--- src/hdl/eeprom_access_defs.svh ---
// Register offsets, field positions and reset values for the nonvolatile access path
`ifndef EEPROM_ACCESS_DEFS_SVH
`define EEPROM_ACCESS_DEFS_SVH
`define EA_ADDR_WDATA 8'h34
`define EA_ADDR_CTRL 8'h35
`define EA_ADDR_RDATA 8'h36
`define EA_UNUSED1_LO 8'h37
`define EA_UNUSED1_HI 8'h5F
`define EA_ADDR_HALT 8'h60
`define EA_UNUSED2_LO 8'h61
`define EA_UNUSED2_HI 8'h8F
`define EA_CFG_BASE 8'h90
`define EA_SHADOW_MAX 112
`define EA_SHADOW_BIT 12
`define EA_RESYNC_BIT 8
`define EA_DIR_BIT 2
`define EA_MODE_MSB 1
`define EA_MODE_LSB 0
`define EA_HALT_BIT 15
`define EA_WORD_RESET 16'h0000
`define EA_ADDR_RESET 8'h00
`endif

--- src/hdl/eeprom_access_pkg.sv ---
// Types shared by the nonvolatile access path
package eeprom_access_pkg;
  typedef logic [15:0] word_t;
  typedef logic [7:0] regaddr_t;
  typedef enum logic [1:0] {
    ACC_OFF = 2'b00,
    ACC_SINGLE = 2'b01,
    ACC_MASS = 2'b10,
    ACC_RSVD = 2'b11
  } access_mode_e;
  typedef enum logic [1:0] {
    ST_IDLE = 2'b00,
    ST_WRITE = 2'b01,
    ST_READ = 2'b10,
    ST_RESYNC = 2'b11
  } xfer_state_e;
endpackage : eeprom_access_pkg

--- src/hdl/eeprom_access_control.sv ---
// Register-side access path to the configuration memory and its shadow copy
//
// Summary of operation
// - Single write stores the write-word register at the selected memory location.
// - Single read places the addressed 16-bit memory word in the read-word register.
// - Shadow enable set: device runs from shadow values; clear: shadow unused.
// - With shadow enabled, host reads of the first SHADOW_DEPTH configuration registers from 0x90 return shadow contents.
// - Writing 1 to the resync bit copies memory contents into the shadow registers.
// - Direction bit: 0 selects read, 1 selects write.
// - Mode 00 off, 01 single, 10 mass; a host write of 11 leaves the mode unchanged.
// - Writing 1 to motor_halt stops motor control without sleeping; 0 enables.
// - motor_halt is write-only; reads never return the written value.
// - Addresses 0x37 through 0x5F hold no functional register.
// - Addresses 0x61 through 0x8F hold no functional register.
`timescale 1ns/10ps
`include "eeprom_access_defs.svh"
module eeprom_access_control #(
  parameter int SHADOW_DEPTH = 8
) (
  input wire logic clk,
  input wire logic srst,
  input wire eeprom_access_pkg::regaddr_t regAddr,
  input wire logic regWrEn,
  input wire logic regRdEn,
  input wire eeprom_access_pkg::word_t regWrData,
  output eeprom_access_pkg::word_t regRdData,
  input wire eeprom_access_pkg::regaddr_t singleAccessLocation,
  input wire eeprom_access_pkg::word_t cfgLiveData,
  output logic nvmReq,
  output logic nvmWriteEn,
  output eeprom_access_pkg::regaddr_t nvmAddr,
  output eeprom_access_pkg::word_t nvmWrData,
  input wire eeprom_access_pkg::word_t nvmRdData,
  input wire logic nvmAck,
  output logic useShadow,
  output logic massAccessEnable,
  output logic accessBusy,
  output logic motorHalt
);
  import eeprom_access_pkg::*;
  localparam int IDX_W = (SHADOW_DEPTH > 1) ? $clog2(SHADOW_DEPTH) : 1;
  localparam logic [IDX_W-1:0] LAST_IDX = IDX_W'(SHADOW_DEPTH - 1);
  localparam logic [7:0] DEPTH_B = 8'(SHADOW_DEPTH);
  // Shadow window must fit between the base and the top of the map
  if (SHADOW_DEPTH < 1 || SHADOW_DEPTH > `EA_SHADOW_MAX)
  begin : g_bad_depth
    $error("SHADOW_DEPTH out of range");
  end
  word_t writeWord_reg, writeWord_next;
  word_t readWord_reg, readWord_next;
  word_t rdData_reg, rdData_next;
  logic shadowEn_reg, shadowEn_next;
  logic resync_reg, resync_next;
  logic dir_reg, dir_next;
  access_mode_e mode_reg, mode_next;
  logic halt_reg, halt_next;
  logic singlePend_reg, singlePend_next;
  xfer_state_e state_reg, state_next;
  logic [IDX_W-1:0] idx_reg, idx_next;
  regaddr_t nvmAddr_reg, nvmAddr_next;
  word_t nvmWrData_reg, nvmWrData_next;
  word_t shadow_reg [SHADOW_DEPTH];
  word_t shadow_next [SHADOW_DEPTH];
  regaddr_t cfgOff;
  logic cfgHit;
  logic resyncAck;
  logic hostCfgWr;
  word_t shadowPick;
  logic [1:0] modeField;
  assign cfgOff = regAddr - `EA_CFG_BASE;
  assign cfgHit = (regAddr >= `EA_CFG_BASE) && (cfgOff < DEPTH_B);
  assign shadowPick = shadow_reg[cfgOff[IDX_W-1:0]];
  assign resyncAck = (state_reg == ST_RESYNC) && nvmAck;
  // Host writes land in the shadow only while it is the live copy
  assign hostCfgWr = regWrEn && cfgHit && shadowEn_reg;
  assign modeField = regWrData[`EA_MODE_MSB:`EA_MODE_LSB];
  // ****************************************
  // Register file, transfer sequencer
  // ****************************************
  always_comb
  begin
    writeWord_next = writeWord_reg;
    readWord_next = readWord_reg;
    rdData_next = rdData_reg;
    shadowEn_next = shadowEn_reg;
    resync_next = resync_reg;
    dir_next = dir_reg;
    mode_next = mode_reg;
    halt_next = halt_reg;
    singlePend_next = singlePend_reg;
    state_next = state_reg;
    idx_next = idx_reg;
    nvmAddr_next = nvmAddr_reg;
    nvmWrData_next = nvmWrData_reg;
    case (state_reg)
      ST_IDLE:
        if (resync_reg)
        begin
          state_next = ST_RESYNC;
          idx_next = '0;
          nvmAddr_next = `EA_CFG_BASE;
        end
        else if (singlePend_reg)
        begin
          singlePend_next = 1'b0;
          if (mode_reg == ACC_SINGLE)
          begin
            state_next = dir_reg ? ST_WRITE : ST_READ;
            nvmAddr_next = singleAccessLocation;
            nvmWrData_next = writeWord_reg;
          end
        end
      ST_WRITE:
        if (nvmAck)
          state_next = ST_IDLE;
      ST_READ:
        if (nvmAck)
        begin
          readWord_next = nvmRdData;
          state_next = ST_IDLE;
        end
      default:
        if (nvmAck && idx_reg == LAST_IDX)
        begin
          state_next = ST_IDLE;
          resync_next = 1'b0;
        end
        else if (nvmAck)
        begin
          idx_next = idx_reg + 1'b1;
          nvmAddr_next = nvmAddr_reg + 8'h01;
        end
    endcase
    // Host writes come last so a fresh request beats the hardware clear
    if (regWrEn && regAddr == `EA_ADDR_WDATA)
      writeWord_next = regWrData;
    else if (regWrEn && regAddr == `EA_ADDR_CTRL)
    begin
      shadowEn_next = regWrData[`EA_SHADOW_BIT];
      resync_next = regWrData[`EA_RESYNC_BIT];
      dir_next = regWrData[`EA_DIR_BIT];
      if (modeField != ACC_RSVD)
        mode_next = access_mode_e'(modeField);
      if (modeField == ACC_SINGLE)
        singlePend_next = 1'b1;
    end
    else if (regWrEn && regAddr == `EA_ADDR_HALT)
      halt_next = regWrData[`EA_HALT_BIT];
    if (regRdEn)
    begin
      rdData_next = `EA_WORD_RESET;
      if (regAddr == `EA_ADDR_WDATA)
        rdData_next = writeWord_reg;
      else if (regAddr == `EA_ADDR_CTRL)
      begin
        rdData_next[`EA_SHADOW_BIT] = shadowEn_reg;
        rdData_next[`EA_RESYNC_BIT] = resync_reg;
        rdData_next[`EA_DIR_BIT] = dir_reg;
        rdData_next[`EA_MODE_MSB:`EA_MODE_LSB] = mode_reg;
      end
      else if (regAddr == `EA_ADDR_RDATA)
        rdData_next = readWord_reg;
      else if (cfgHit && shadowEn_reg)
        rdData_next = shadowPick;
      else if (regAddr >= `EA_CFG_BASE)
        rdData_next = cfgLiveData;
    end
  end
  always_ff @(posedge clk)
  begin
    if (srst)
    begin
      writeWord_reg <= `EA_WORD_RESET;
      readWord_reg <= `EA_WORD_RESET;
      rdData_reg <= `EA_WORD_RESET;
      shadowEn_reg <= 1'b0;
      resync_reg <= 1'b0;
      dir_reg <= 1'b0;
      mode_reg <= ACC_OFF;
      halt_reg <= 1'b0;
      singlePend_reg <= 1'b0;
      state_reg <= ST_IDLE;
      idx_reg <= '0;
      nvmAddr_reg <= `EA_ADDR_RESET;
      nvmWrData_reg <= `EA_WORD_RESET;
    end
    else
    begin
      writeWord_reg <= writeWord_next;
      readWord_reg <= readWord_next;
      rdData_reg <= rdData_next;
      shadowEn_reg <= shadowEn_next;
      resync_reg <= resync_next;
      dir_reg <= dir_next;
      mode_reg <= mode_next;
      halt_reg <= halt_next;
      singlePend_reg <= singlePend_next;
      state_reg <= state_next;
      idx_reg <= idx_next;
      nvmAddr_reg <= nvmAddr_next;
      nvmWrData_reg <= nvmWrData_next;
    end
  end
  // ****************************************
  // Shadow copy
  // ****************************************
  for (genvar i = 0; i < SHADOW_DEPTH; i++)
  begin : g_shadow
    always_comb
    begin
      shadow_next[i] = shadow_reg[i];
      if (resyncAck && idx_reg == IDX_W'(i))
        shadow_next[i] = nvmRdData;
      else if (hostCfgWr && cfgOff[IDX_W-1:0] == IDX_W'(i))
        shadow_next[i] = regWrData;
    end
    always_ff @(posedge clk)
    begin
      if (srst)
        shadow_reg[i] <= `EA_WORD_RESET;
      else
        shadow_reg[i] <= shadow_next[i];
    end
  end
  assign regRdData = rdData_reg;
  assign nvmReq = (state_reg != ST_IDLE);
  assign nvmWriteEn = (state_reg == ST_WRITE);
  assign nvmAddr = nvmAddr_reg;
  assign nvmWrData = nvmWrData_reg;
  assign useShadow = shadowEn_reg;
  assign massAccessEnable = (mode_reg == ACC_MASS);
  assign accessBusy = (state_reg != ST_IDLE);
  assign motorHalt = halt_reg;
endmodule : eeprom_access_control

--- config.mk ---
export PLATFORM = sky130hd
export DESIGN_NAME = eeprom_access_control
export DESIGN_NICKNAME = d
export VERILOG_FILES = /design/src/hdl/eeprom_access_pkg.sv /design/src/hdl/eeprom_access_control.sv
export VERILOG_INCLUDE_DIRS = /design/src /design/src/hdl
export SDC_FILE = /design/constraint.sdc
export NUM_CORES = 1
export LEC_CHECK = 0
export ABC_CLOCK_PERIOD_IN_PS = 2900
export BUFFER_PORTS_ARGS = -buffer_cell sky130_fd_sc_hd__buf_2
export CORE_MARGIN = 2
export CORE_UTILIZATION = 50
export DETAILED_ROUTE_END_ITERATION = 12
export HOLD_SLACK_MARGIN = 0.02
export PLACE_DENSITY = 0.69
export RECOVER_POWER = 50
export SLEW_MARGIN = 20
export SYNTH_ARGS = -nofsm -noshare
export SYNTH_HDL_FRONTEND = slang
export SYNTH_SLANG_ARGS = --single-unit
--- constraint.sdc ---
create_clock -name clk -period 2.9 [get_ports clk]
set_input_delay 0.87 -clock clk [delete_from_list [all_inputs] [get_ports clk]]
set_output_delay 0.87 -clock clk [all_outputs]
set_load 0.05 [all_outputs]
==> summary by stage <==
Run status
The flow ran to the end, and the final reports show no timing, DRC or antenna violations.

Yosys
The most used flip-flop cell after synthesis is sky130_fd_sc_hd__edfxtp_1. Counting every net in the synthesized netlist gives 1,322. In the post-synthesis netlist, the biggest area contributors are sky130_fd_sc_hd__edfxtp_1, sky130_fd_sc_hd__dfxtp_1, sky130_fd_sc_hd__nand2_1.

Dividing the synthesized area by the synthesized cell count gives 8.87 um^2. The cell taking the most area after synthesis is sky130_fd_sc_hd__edfxtp_1. The number of synthesized flops with an enable pin is 128. The synthesized design devotes to its leading area cell type 34.9% of total area.

The post-synthesis cell area is 11,000 um^2. The number of distinct library cells after synthesis is 64. The async set or reset register ratio after synthesis is 0%. After technology mapping, the gate count stands at 1,242. The register area share after synthesis is 50.1%. Counting flops and latches in the post-synthesis netlist gives 212.

The yosys synthesis warning count is 0.

Pwr
The cell leakage power is 4.84 nW. Across the VDD grid, the largest voltage drop is 0.309 mV. Dividing total power by cell area gives a power density of 545 nW/um^2.

Worst setup path
The highest net fanout along the worst path is 24. The cell at the slowest stage of the critical path is sky130_fd_sc_hd__clkbuf_1. The worst setup path is launched from a primary input.

At the worst endpoint, the arrival time is 2.87 ns. On the worst path, the slowest cell contributes a delay of 0.90 ns. The cell that appears most often on the critical path is sky130_fd_sc_hd__buf_4. The worst reg2reg path endpoint is shadow_reg[7][9].

Counting cells, the worst reg-to-reg path comes to 7. The type of the worst setup path is primary input to register. Data on the critical path is required at its endpoint by 3.04 ns.

Setup slack on the worst reg-to-reg path comes out at 0.20 ns. The worst setup path is captured at a register. Walking the worst path, the cells encountered are buf_4, nand2_1, buf_4, o21ai_0, nand2b_1, clkbuf_1. The launch instance of the worst register-to-register path is idx_reg[0].

STA
The slew of the pin with the lowest slew margin is 1.23 ns. The final number of hold-violating endpoints is 0. The achievable clock frequency is 366 MHz. Dividing the final minimum period by the clock period gives 94.3%. The setup total negative slack is 0 ns. Setup violations remaining at the end of the flow were counted as 0. Setup repair after global routing left no endpoint under its margin.

Measured against its own limit, the worst slew margin works out to 18.0%. The final number of max-transition violations is 0. On the final layout, the worst clock skew is 0.0140 ns. The clock period minus final worst setup slack is 2.73 ns.

GRT
The initial antenna violation count is 0. After global routing the overflow that remains totals 0. The pin count of the biggest net entering global routing is 28. The overall routing resource usage is 29.1%.

The via count of the first global-routing pass came to 9,288. The first global-routing pass estimated 53,600 um of wire.

CTS
Counting along the longest clock path gives a buffer depth of 3. Clock-pin slew was measured on the worst setup and hold paths at 0.06 ns. In this run the number of H-tree levels came out at 1. TritonCTS built the clock tree.

For this design, the sink count on the clock tree is 212. The cell sitting at the root of the clock tree is a sky130_fd_sc_hd__clkbuf_16. The worst-skew pair later-pin latency is 0.53 ns. The clock buffer count from CTS is 24.

Placed design
Routability-driven placement finished with a final weighted congestion of 0.902. After detailed placement, the design holds a cell count of 1,571. Once detailed placement completed, the half-perimeter wirelength came to 24,000 um.

The count of buffers inserted at the top-level ports is 114.

Finish
Of the cells placed in the final design, the portion with a size suffix greater than 1 is 14.2%. The register with the most flip-flops in the layout has 128 of them. The area growth from synthesis to layout is 13.1%. The repair_antennas step left the layout with diodes totalling 0. The final instance count without filler cells is 1,615. For this run, the post-layout net count is 1,397.

Routing
For this run, design rule violations remaining after detail routing come to 0. The iteration-0 DRC count of the detailed router is 1,381. The number of vias per cell after detailed routing is 6.09. The detailed-routing iteration count for the pre-antenna-repair pass is 5. The post-route antenna net violation count is 0.

The via count is 9,828. After detailed routing, the average wire length per cell comes to 21.5 um. The final wirelength is 34,700 um.

Min path
The worst hold path belongs to the class register to register. For hold timing, the worst endpoint is nvmWrData[15]. The cell count of the worst hold path is 2. The beginning of the worst hold path is nvmWrData[15].

Floorplan
The die is 152 um tall. The width of the die is 152 um. The placeable core region is 21,800 um^2. After floorplanning, the core was divided into 54 placement rows. Once the floorplan was initialized, standard cells occupied 50.6% of the core.

The floorplan step defined a die boundary enclosing 23,200 um^2. During I/O placement, the number of pins put on the boundary was 115.

Run
The number of maximum-capacitance violations is 0.
-- placed cells by master, fill, tap and decap left out, types with 6 or more instances in the layout --
master | synthesis | final
sky130_fd_sc_hd__a21oi_1 | 201 | 201
sky130_fd_sc_hd__a221oi_1 | 14 | 14
sky130_fd_sc_hd__a22oi_1 | 13 | 13
sky130_fd_sc_hd__a2bb2oi_1 | 6 | 6
sky130_fd_sc_hd__a31oi_1 | 7 | 7
sky130_fd_sc_hd__and2_1 | 10 | 6
sky130_fd_sc_hd__and3_1 | 20 | 20
sky130_fd_sc_hd__buf_2 | 24 | 81
sky130_fd_sc_hd__buf_4 | 8 | 43
sky130_fd_sc_hd__clkbuf_1 | 78 | 51
sky130_fd_sc_hd__clkbuf_16 | 0 | 25
sky130_fd_sc_hd__clkinv_1 | 0 | 7
sky130_fd_sc_hd__dfxtp_1 | 84 | 84
sky130_fd_sc_hd__edfxtp_1 | 128 | 128
sky130_fd_sc_hd__ha_1 | 11 | 10
sky130_fd_sc_hd__inv_1 | 14 | 14
sky130_fd_sc_hd__mux2_2 | 9 | 9
sky130_fd_sc_hd__mux2i_1 | 29 | 29
sky130_fd_sc_hd__mux4_2 | 12 | 12
sky130_fd_sc_hd__nand2_1 | 386 | 386
sky130_fd_sc_hd__nand2b_1 | 7 | 7
sky130_fd_sc_hd__nand3_1 | 10 | 10
sky130_fd_sc_hd__nand4_1 | 6 | 6
sky130_fd_sc_hd__nor2_1 | 42 | 42
sky130_fd_sc_hd__nor2b_1 | 13 | 13
sky130_fd_sc_hd__nor3_1 | 8 | 8
sky130_fd_sc_hd__o21ai_0 | 13 | 14
-- Yosys cell counts (6+ instances only) --
library cell and n:
sky130_fd_sc_hd__clkbuf_1 78, sky130_fd_sc_hd__and3_1 20, sky130_fd_sc_hd__mux4_2 12, sky130_fd_sc_hd__nand3_1 10, sky130_fd_sc_hd__nor2b_1 13, sky130_fd_sc_hd__a221oi_1 14, sky130_fd_sc_hd__nand2b_1 7, sky130_fd_sc_hd__nand4_1 6
sky130_fd_sc_hd__a2bb2oi_1 6, sky130_fd_sc_hd__a31oi_1 7, sky130_fd_sc_hd__nor3_1 8, sky130_fd_sc_hd__mux2i_1 29, sky130_fd_sc_hd__inv_1 14, sky130_fd_sc_hd__nor2_1 42, sky130_fd_sc_hd__edfxtp_1 128, sky130_fd_sc_hd__nand2_1 386
sky130_fd_sc_hd__and2_1 10, sky130_fd_sc_hd__a21oi_1 201, sky130_fd_sc_hd__dfxtp_1 84, sky130_fd_sc_hd__o21ai_0 13, sky130_fd_sc_hd__mux2_2 9, sky130_fd_sc_hd__a22oi_1 13, sky130_fd_sc_hd__buf_2 24, sky130_fd_sc_hd__ha_1 11
sky130_fd_sc_hd__buf_4 8, sky130_fd_sc_hd__buf_6 7
-- where the power goes --
part           switching (W)  total [W]  leakage, nW  internal [W]
Sequential         0.0000355    0.00330         2.00       0.00327
Combinational       0.000435   0.000633         2.48      0.000198
Clock                0.00126    0.00285        0.359       0.00160
Total                0.00173    0.00679         4.84       0.00506
-- critical path: cells and delay by family --
| kind | cells | cell delay [ns] |
|---|---|---|
| compound gates | 1 | 0.20 |
| buf+inv | 3 | 1.45 |
| simple gates | 2 | 0.32 |
-- repair_timing --
item,in CTS,in global routing
setup endpoints to repair,2,0
setup buffers,0,0
hold buffers,0,0
hold endpoints to repair,0,0
gates resized for setup,1,0
-- how the worst max path moves through the flow --
stage	to	slack, ns	from	depth (start not counted)
after detailed placement	shadow_reg[1][10]	0.15	regAddr[0]	6
final	shadow_reg[3][4]	0.17	regAddr[0]	6
after global routing	shadow_reg[3][4]	0.06	regAddr[0]	6
after global placement	shadow_reg[1][9]	0.20	regAddr[0]	6
after CTS	nvmReq	0.20	state_reg[0]	4
after floorplan	shadow_reg[1][0]	0.25	nvmAck	6
-- cell families after synthesis --
group | Yosys count | synth area share [%]
buffers and inverters | 138 | 5.75
multiplexers | 50 | 6.01
AO/OA/AOI/OAI | 307 | 16.7
flip-flops | 212 | 50.1
XOR/XNOR | 1 | 0.0795
adder cells (fa/ha/maj) | 11 | 1.25
AND/OR/NAND/NOR | 523 | 20.1
-- routing by layer --
layer	part of all wire (%)	routed length, um	track usage, %	vias to the layer above
li1	-	-	-	4491
met1	41	14400	42.6	4627
met2	44	15300	43.9	634
met3	12	4020	4.61	76
met4	2.9	1010	10.4	0
met5	0	0	0	-
-- stage by stage --
stage / util [%] / total power, W / cell area (um^2) / setup slack [ns] / hold WS, ns
global route: 57.3 / 0.00696 / 12500 / 0.0639 / 0.470
CTS: 58.0 / 0.00680 / 12600 / 0.200 / 0.451
global placement: 54.6 / 0.00399 / 11900 / 0.196 / 0.439
detailed placement: 54.6 / 0.00399 / 11900 / 0.152 / 0.445
finish: 57.3 / 0.00679 / 12500 / 0.166 / 0.451
floorplan: - / 0.00375 / 11000 / 0.252 / 0.433
-- layout make-up --
type	instances	area [um^2]
fillers	1941	9300
flip-flops and latches	212	5530
multi-input cells	892	4860
repair buffers	173	946
clock buffers	31	658
well taps	280	350
clock inverters	13	67.6
inverters	14	52.6
No activity file was read; power rests on OpenSTA's default activity.
